--- src/hw/adc_ctrl_pkg.sv ---
// constants, field layout and types for the converter control register bank
// assumes a single 200 MHz clock domain and a 12-bit host data bus
package adc_ctrl_pkg;

    // ****************************************************************
    // bus layout
    // ****************************************************************
    localparam int HOST_BUS_W = 12;
    localparam int REG_W = 10;
    localparam int ADDR_LSB = 10;
    localparam int ADDR_W = 2;

    // register selects on the two upper data lines
    localparam logic [1:0] ADDR_CONVERSION_SETUP = 2'h0;
    localparam logic [1:0] ADDR_OUTPUT_AND_FIFO_SETUP = 2'h1;

    // ****************************************************************
    // conversion_setup fields
    // ****************************************************************
    localparam int BIT_REF_SELECT = 0;
    localparam int BIT_SINGLE_MODE = 1;
    localparam int BIT_POWER_DOWN = 2;
    localparam int BIT_INPUT_PICK_LO = 3;
    localparam int BIT_BALANCED_LO = 5;
    localparam int BIT_AUTOSCAN = 7;
    localparam int BIT_DIAG_LO = 8;
    localparam int INPUT_CFG_LSB = 3;
    localparam int INPUT_CFG_W = 5;
    localparam int DIAG_W = 2;

    localparam logic [9:0] CONVERSION_SETUP_RESET = 10'h020;
    // second register has no defined reset; cleared
    localparam logic [9:0] OUTPUT_AND_FIFO_SETUP_RESET = 10'h000;

    localparam logic [1:0] DIAG_NORMAL = 2'h0;
    localparam logic [1:0] DIAG_POS_REF = 2'h1;
    localparam logic [1:0] DIAG_MID_REF = 2'h2;
    localparam logic [1:0] DIAG_NEG_REF = 2'h3;

    // ****************************************************************
    // input channel codes: {differential, pair/index}
    // ****************************************************************
    typedef logic [2:0] chan_t;
    localparam chan_t CH_AP = 3'h0;
    localparam chan_t CH_AM = 3'h1;
    localparam chan_t CH_BP = 3'h2;
    localparam chan_t CH_BM = 3'h3;
    localparam chan_t CH_DIFF_A = 3'h4;
    localparam chan_t CH_DIFF_B = 3'h5;

    localparam int SEQ_IDX_W = 2;
    localparam int SEQ_LEN_W = 3;
    localparam int TRIG_W = 5;

    // ****************************************************************
    // sequencer states, gray along idle -> request -> wait
    // ****************************************************************
    typedef enum logic [1:0] {
        S_IDLE = 2'b00,
        S_REQ = 2'b01,
        S_WAIT = 2'b11
    } seq_state_t;

endpackage

--- src/hw/adc_control_register_bank.sv ---
// control register bank and conversion sequencer of a four-input sampling converter
// assumes host pins and the sample clock pin are asynchronous; core and fifo share clock
`timescale 1ns/1ps
`default_nettype none

module adc_control_register_bank
    import adc_ctrl_pkg::*;
#(
    parameter int SAMPLE_W = 12
) (
    // clock and reset
    input wire logic clock,
    input wire logic reset_n,
    // host parallel bus pins
    input wire logic [HOST_BUS_W-1:0] hostDataIn,
    output logic [HOST_BUS_W-1:0] hostDataOut,
    output logic hostDataDriveN,
    input wire logic chipSelectN,
    input wire logic hostWriteN,
    input wire logic hostReadN,
    // sample clock / start pin
    input wire logic sampleClockIn,
    // sampling core
    output logic holdStrobe,
    output logic convRequest,
    output chan_t convChannel,
    input wire logic coreValid,
    input wire logic [SAMPLE_W-1:0] coreData,
    // configuration seen by the core
    output logic refSelect,
    output logic powerDownBit,
    output logic [DIAG_W-1:0] diagVoltage,
    output logic [REG_W-1:0] outputAndFifoSetup,
    // fifo write side
    output logic fifoWrValid,
    output logic [SAMPLE_W-1:0] fifoWrData,
    input wire logic fifoWrReady,
    input wire logic [TRIG_W-1:0] fifoTriggerLevel,
    // status
    output logic blockReadyOutN,
    output logic missedStart
);

    // ****************************************************************
    // input synchronisers
    // ****************************************************************
    localparam int SYNC_W = HOST_BUS_W + 4;
    logic [SYNC_W-1:0] pinMeta;
    logic [SYNC_W-1:0] pinSync;
    logic writeNPrev;
    logic sampleClkPrev;
    // two flops per pin; the data word is used only after its strobe settles

    always_ff @(posedge clock) begin
        if (!reset_n) begin
            pinMeta <= '1;
            pinSync <= '1;
        end else begin
            pinMeta <= {hostDataIn, chipSelectN, hostWriteN, hostReadN, sampleClockIn};
            pinSync <= pinMeta;
        end
    end

    logic [HOST_BUS_W-1:0] syncData;
    logic syncCsN;
    logic syncWrN;
    logic syncRdN;
    logic syncSampleClk;
    assign {syncData, syncCsN, syncWrN, syncRdN, syncSampleClk} = pinSync;

    always_ff @(posedge clock) begin
        if (!reset_n) begin
            writeNPrev <= 1'b1;
            sampleClkPrev <= 1'b0;
        end else begin
            writeNPrev <= syncWrN;
            sampleClkPrev <= syncSampleClk;
        end
    end

    // data is latched on the closing edge of the strobe, when it is settled
    logic hostWrite;
    logic startEdge;
    assign hostWrite = syncWrN && !writeNPrev && !syncCsN;
    assign startEdge = sampleClkPrev && !syncSampleClk;

    // ****************************************************************
    // control registers
    // ****************************************************************
    logic [REG_W-1:0] conversionSetup;
    logic [ADDR_W-1:0] writeAddr;
    logic cfgWrite;
    assign writeAddr = syncData[ADDR_LSB +: ADDR_W];
    assign cfgWrite = hostWrite && (writeAddr == ADDR_CONVERSION_SETUP);

    always_ff @(posedge clock) begin
        if (!reset_n) begin
            conversionSetup <= CONVERSION_SETUP_RESET;
            outputAndFifoSetup <= OUTPUT_AND_FIFO_SETUP_RESET;
        end else if (hostWrite) begin
            // power down gates conversions only, never this path
            unique case (writeAddr)
                ADDR_CONVERSION_SETUP: conversionSetup <= syncData[REG_W-1:0];
                ADDR_OUTPUT_AND_FIFO_SETUP: outputAndFifoSetup <= syncData[REG_W-1:0];
                default: ;
            endcase
        end
    end

    assign refSelect = conversionSetup[BIT_REF_SELECT];
    assign powerDownBit = conversionSetup[BIT_POWER_DOWN];
    assign diagVoltage = conversionSetup[BIT_DIAG_LO +: DIAG_W];

    logic singleMode;
    logic [INPUT_CFG_W-1:0] inputCfg;
    logic testActive;
    assign singleMode = conversionSetup[BIT_SINGLE_MODE];
    assign inputCfg = conversionSetup[INPUT_CFG_LSB +: INPUT_CFG_W];
    assign testActive = diagVoltage != DIAG_NORMAL;

    // readback of register 0 with its address bits, driven only during a read
    always_ff @(posedge clock) begin
        if (!reset_n) begin
            hostDataOut <= '0;
            hostDataDriveN <= 1'b1;
        end else begin
            hostDataOut <= {ADDR_CONVERSION_SETUP, conversionSetup};
            hostDataDriveN <= syncRdN || syncCsN;
        end
    end

    // ****************************************************************
    // channel order table
    // ****************************************************************
    // config is {autoscan, balanced hi, balanced lo, pick hi, pick lo}
    function automatic logic [SEQ_LEN_W-1:0] seqLen(input logic [INPUT_CFG_W-1:0] cfg);
        unique case (cfg)
            5'h00, 5'h01, 5'h02, 5'h03, 5'h04, 5'h05: seqLen = 3'h1;
            5'h11, 5'h15, 5'h19: seqLen = 3'h2;
            5'h12, 5'h16: seqLen = 3'h3;
            5'h13: seqLen = 3'h4;
            default: seqLen = 3'h0; // reserved: nothing converts
        endcase
    endfunction

    function automatic chan_t seqChan(input logic [INPUT_CFG_W-1:0] cfg,
                                      input logic [SEQ_IDX_W-1:0] idx);
        unique case (cfg)
            5'h04: seqChan = CH_DIFF_A;
            5'h05: seqChan = CH_DIFF_B;
            5'h15: seqChan = (idx == 2'h0) ? CH_AP : CH_DIFF_B;
            5'h16: seqChan = (idx == 2'h2) ? CH_DIFF_B : chan_t'({1'b0, idx});
            5'h19: seqChan = (idx == 2'h0) ? CH_DIFF_A : CH_DIFF_B;
            default: seqChan = chan_t'({1'b0, (cfg[4] ? idx : cfg[1:0])});
        endcase
    endfunction

    // ****************************************************************
    // conversion sequencer
    // ****************************************************************
    seq_state_t state;
    logic [SEQ_IDX_W-1:0] seqIdx;
    logic [SEQ_LEN_W-1:0] curLen;
    logic convEnabled;
    logic lastIdx;
    logic bufRoom;
    logic spareValid;
    assign curLen = seqLen(inputCfg);
    // reserved input codes and power down leave the sequencer idle
    assign convEnabled = !powerDownBit && (curLen != 3'h0);
    assign lastIdx = {1'b0, seqIdx} == (curLen - 3'h1);
    // one request outstanding, so room checked at request time suffices
    assign bufRoom = !(fifoWrValid && spareValid);

    always_ff @(posedge clock) begin
        if (!reset_n) begin
            state <= S_IDLE;
        end else begin
            unique case (state)
                S_IDLE: if (startEdge && convEnabled) state <= S_REQ;
                S_REQ: if (bufRoom) state <= S_WAIT;
                S_WAIT: begin
                    if (coreValid) begin
                        // single mode walks the whole order; continuous takes one
                        state <= (singleMode && !lastIdx) ? S_REQ : S_IDLE;
                    end
                end
                default: state <= S_IDLE; // an upset code falls back to idle
            endcase
        end
    end

    always_ff @(posedge clock) begin
        if (!reset_n) begin
            seqIdx <= '0;
        end else if (cfgWrite) begin
            // a new setup restarts the order at its first input
            seqIdx <= '0;
        end else if (state == S_WAIT && coreValid) begin
            seqIdx <= lastIdx ? '0 : seqIdx + 2'h1;
        end
    end

    always_ff @(posedge clock) begin
        if (!reset_n) begin
            holdStrobe <= 1'b0;
            convRequest <= 1'b0;
            convChannel <= CH_AP;
            missedStart <= 1'b0;
        end else begin
            // pulses leave flops so the core sees no glitches
            holdStrobe <= (state == S_IDLE) && startEdge && convEnabled && singleMode;
            convRequest <= (state == S_REQ) && bufRoom;
            if (state == S_REQ) begin
                convChannel <= seqChan(inputCfg, seqIdx);
            end
            // an edge during a running conversion is dropped, not queued
            missedStart <= startEdge && (state != S_IDLE);
        end
    end

    // ****************************************************************
    // two-entry buffer toward the fifo
    // ****************************************************************
    logic [SAMPLE_W-1:0] spareData;
    logic push;
    logic pop;
    assign push = (state == S_WAIT) && coreValid;
    assign pop = fifoWrValid && fifoWrReady;

    always_ff @(posedge clock) begin
        if (!reset_n) begin
            fifoWrValid <= 1'b0;
            fifoWrData <= '0;
            spareValid <= 1'b0;
            spareData <= '0;
        end else if (pop) begin
            fifoWrValid <= spareValid || push;
            fifoWrData <= spareValid ? spareData : coreData;
            spareValid <= spareValid && push;
            if (push) begin
                spareData <= coreData;
            end
        end else if (push) begin
            if (!fifoWrValid) begin
                fifoWrValid <= 1'b1;
                fifoWrData <= coreData;
            end else begin
                spareValid <= 1'b1;
                spareData <= coreData;
            end
        end
    end

    // ****************************************************************
    // trigger counter and data-available
    // ****************************************************************
    logic [TRIG_W-1:0] trigCount;
    logic [TRIG_W-1:0] trigLevel;
    logic trigHit;
    // a level of zero would fire on every word; treated as one
    assign trigLevel = (fifoTriggerLevel == '0) ? TRIG_W'(1) : fifoTriggerLevel;
    assign trigHit = (trigCount + TRIG_W'(1)) >= trigLevel;

    always_ff @(posedge clock) begin
        if (!reset_n) begin
            trigCount <= '0;
            blockReadyOutN <= 1'b1;
        end else begin
            // a new setup restarts the block count too
            if (cfgWrite) begin
                trigCount <= '0;
            end else if (pop) begin
                trigCount <= trigHit ? '0 : trigCount + TRIG_W'(1);
            end
            // active-low one-cycle pulse per completed block outside test operation
            blockReadyOutN <= !(pop && trigHit && !testActive);
        end
    end

endmodule // adc_control_register_bank

`default_nettype wire

--- config.mk ---
export PLATFORM = sky130hd
export DESIGN_NAME = adc_control_register_bank
export DESIGN_NICKNAME = d
export VERILOG_FILES = /design/src/hw/adc_ctrl_pkg.sv /design/src/hw/adc_control_register_bank.sv
export SDC_FILE = /design/constraint.sdc
export NUM_CORES = 1
export LEC_CHECK = 0
export BUFFER_PORTS_ARGS = -buffer_cell sky130_fd_sc_hd__buf_2
export CAP_MARGIN = 20
export CORE_MARGIN = 1.5
export CORE_UTILIZATION = 59
export DETAILED_ROUTE_END_ITERATION = 16
export PLACE_DENSITY = 0.85
export SLEW_MARGIN = 40
export SYNTH_ARGS = -nofsm -noshare
export SYNTH_HDL_FRONTEND = slang
export SYNTH_SLANG_ARGS = --single-unit
export TNS_END_PERCENT = 10
--- constraint.sdc ---
create_clock -name clock -period 3.91 [get_ports clock]
set_clock_uncertainty 0.15 [all_clocks]
set_input_delay 0.5865 -clock clock [delete_from_list [all_inputs] [get_ports clock]]
set_output_delay 0.5865 -clock clock [all_outputs]
set_load 0.05 [all_outputs]
==> results by group <==
Final layout
  – Final Core Density: 71.2%
  – Post-layout nets: 585
  – Layout Cells excl Fill: around 640
  – Share of cells above drive strength 1: approximately a fifth
  – Antenna cells: 0
  – Area Growth Syn to Fin: 14.4%
  – Design Area, Final: roughly 5000 um^2

Yosys
  – Synth cell count leaders: 110 x dfxtp_1, 60 x nand2_1, 44 x a21oi_1
  – Top post-synthesis cells by area: dfxtp_1 51%, nand2_1 5.2%, nand2b_1 5.2%
  – Yosys warning total: 0
  – Area of the mapped netlist: about 4300 um^2
  – Top-count cell post-synth: dfxtp_1
  – Synth async-reset ratio: 0%
  – Post-synthesis cell type count: 52
  – Primary FF master, synth: dfxtp_1
  – Yosys top cell area share: 51.2%
  – Area leader, netlist: dfxtp_1
  – EDFF count, synth: 0
  – Post-synthesis cell count: 467
  – Syn_area_per_cell: 9.20 um^2
  – #FFs+latches synth: 110
  – Register area share after synthesis: approximately 50%

Route
  – Metal-1 WL: about 3600 um
  – Violation count after the first detailed-routing iteration: 173
  – DRT Pass-1 Iters: 5
  – DRC errors left: 0
  – WL final: 8230 um
  – Met2 routed WL: 4050 um
  – Top sig layer: met4
  – Met3 WL: 449 um
  – DR vias/cell: 5.26
  – WL per Instance: 12.9 um
  – Remaining antenna violation count: 0
  – Via count: 3,348

Setup path
  – CP bufs+invs: 1
  – Max FO, Critical Path: 9
  – Crit path largest cell delay: approximately 0.76 ns
  – Worst R2R Setup Slack: 1.24 ns
  – Worst Setup Path Type: register to register
  – Most frequent CP cell: a211oi_1
  – CP Data Arrival Time: 2.80 ns
  – WP data required: ~4.0 ns
  – Critical-path cell list: or4b_1 -> nor2_8 -> mux2_4 -> and2_1 -> ha_1 -> inv_1 -> a211oi_1 -> a211oi_1
  – CP top delay family: simple AND/OR/NAND/NOR gates
  – Startpoint Class: register
  – Critical Path Slowest Stage Cell: or4b_1
  – Critical path capture point type: register

Place
  – Place WS: 1.26 ns
  – Port bufs: 81
  – Placed cells: 620
  – Final GP Congestion: 0.915
  – Dpl hpwl: approximately 6000 um
  – Placed Area: approximately 4700 um^2

Global route
  – Total grt overflow: 0
  – Number of global-route vias before repair: about 3k
  – First-pass GRT wire length: 13,400 um
  – Total track usage: between 20% and 30%
  – Largest net degree at the start of global routing: 40
  – Initial antenna violation count: 0

STA
  – # setup viols final: 0
  – Count of final hold-check violations: 0
  – Total negative setup slack: 0 ns
  – RSZ-0062 raised after global routing: no
  – Slew HR: a little under half
  – Max frequency: about 370 MHz
  – Final Worst Setup Slack: 1.24 ns
  – Slew at the pin closest to its max-slew limit: 0.798 ns
  – Worst hold slack: 0.234 ns
  – Fin crit period: ~2.7 ns
  – Final slew viol count: 0
  – Fin crit share: between 60% and 70%

Flow run
  – Max_cap viols: 0

Clocking
  – CTS buffer count: 9
  – Post-CTS Setup Bufs: 0
  – TritonCTS clock tree: built
  – Hold_buf cts: 0
  – Clk root buf: clkbuf_8
  – Max clock buf depth: 2
  – Clock transition at path regs: roughly 0.11 ns
  – H-tree Lvls: 3
  – Worst skew pair latency: approximately 0.37 ns
  – Post-CTS sizing: 0
  – Clock Sinks: 110

Power and ir drop
  – Max rail drop VDD: 0.253 mV
  – Overall power: 1.90 mW
  – Static leakage: 2.21 nW
  – Power Dens Cells: 385 nW/um^2

Status
  – Status: complete, no violations

Min path
  – HP Class: input pin to register

Die
  – Die area: 7810 um^2
  – Site Rows: 30
  – Die span in y: ~90 um
  – Core area: 6910 um^2
  – Top Ports: 84
  – Die X: 88.4 um
  – Initial Util: just over 60%
kinds of logic (layout without fill, tap and decap cells):
family | Yosys count | in the layout | synth area share [%]
buffers and inverters | 52 | 124 | 5.33
xor gates and xnor gates | 5 | 5 | 1.02
DFF | 110 | 110 | 51.2
other | 1 | 2 | 0.0873
AOI/OAI and AO/OA | 96 | 96 | 13.9
and+or+nand+nor | 176 | 176 | 21.3
adders and majority gates | 13 | 13 | 3.78
muxes | 14 | 14 | 3.41
power breakdown:
| part | internal [mW] | switching (mW) | total (mW) |
|---|---|---|---|
| Combinational | 0.0318 | 0.0498 | 0.0816 |
| Clock | 0.265 | 0.401 | 0.666 |
| Sequential | 1.14 | 0.00946 | 1.15 |
| Total | 1.44 | 0.460 | 1.90 |
sequential cells by signal, indices dropped and copies added (netlist names), 2 cells and up:
register	count
pinSync	16
outputAndFifoSetup	10
convChannel	3
hostDataOut	10
curLen	3
fifoWrData	12
seqIdx	2
conversionSetup	10
state	2
spareData	12
trigCount	5
pinMeta	16
metal layers:
| metal | vias to the layer above | global-route usage [%] |
|---|---|---|
| li1 | 1711 | - |
| met1 | 1528 | 26.7 |
| met2 | 100 | 38.0 |
| met3 | 9 | 5.69 |
| met4 | 0 | 7.67 |
| met5 | - | 0 |
cell type report:
class / count / area (um^2)
sequential: 110 / 2200
fill: 538 / 1990
multi-input combinational: 306 / 1890
timing repair buffer: 83 / 420
clock buffer: 10 / 138
tap: 96 / 120
inverter: 25 / 93.8
clock inverter: 6 / 57.6
worst register-to-register path, stage by stage, from the launching register on:
cell	delay, ns
dfxtp_1	0.35
or4b_1	0.76
nor2_8	0.22
mux2_4	0.34
and2_1	0.16
ha_1	0.27
inv_1	0.07
a211oi_1	0.04
a211oi_1	0.24
final timing paths:
check / start / endpoint / cells after the start
max: writeNPrev$_SDFF_PN1_ / curLen[1]$_SDFF_PN0_ / 8
min: hostDataIn[0] / pinMeta[4]$_SDFF_PN1_ / 2
max reg2reg: writeNPrev$_SDFF_PN1_ / curLen[1]$_SDFF_PN0_ / 8
min reg2reg: pinMeta[14]$_SDFF_PN1_ / pinSync[14]$_SDFF_PN1_ / 1
cell usage in the layout, fill, tap and decap left out, drive strengths merged, types with 2 or more instances in the layout:
cell type and n:
o21ai 12, clkbuf 10, nand2 61, and3 3, a21o 2, clkinv 2, nand3 17, a211oi 15
inv 29, o22ai 2, nor2 25, nor3 9, a2111oi 2, xnor2 2, nor2b 4, nor4b 2
nand2b 36, a31oi 4, ha 13, xor2 3, a21oi 44, a41oi 2, and2 11, buf 83
conb 2, o211ai 7, mux2 2, dfxtp 110, mux2i 12
Note: power is estimated with default switching activity, not from simulation.
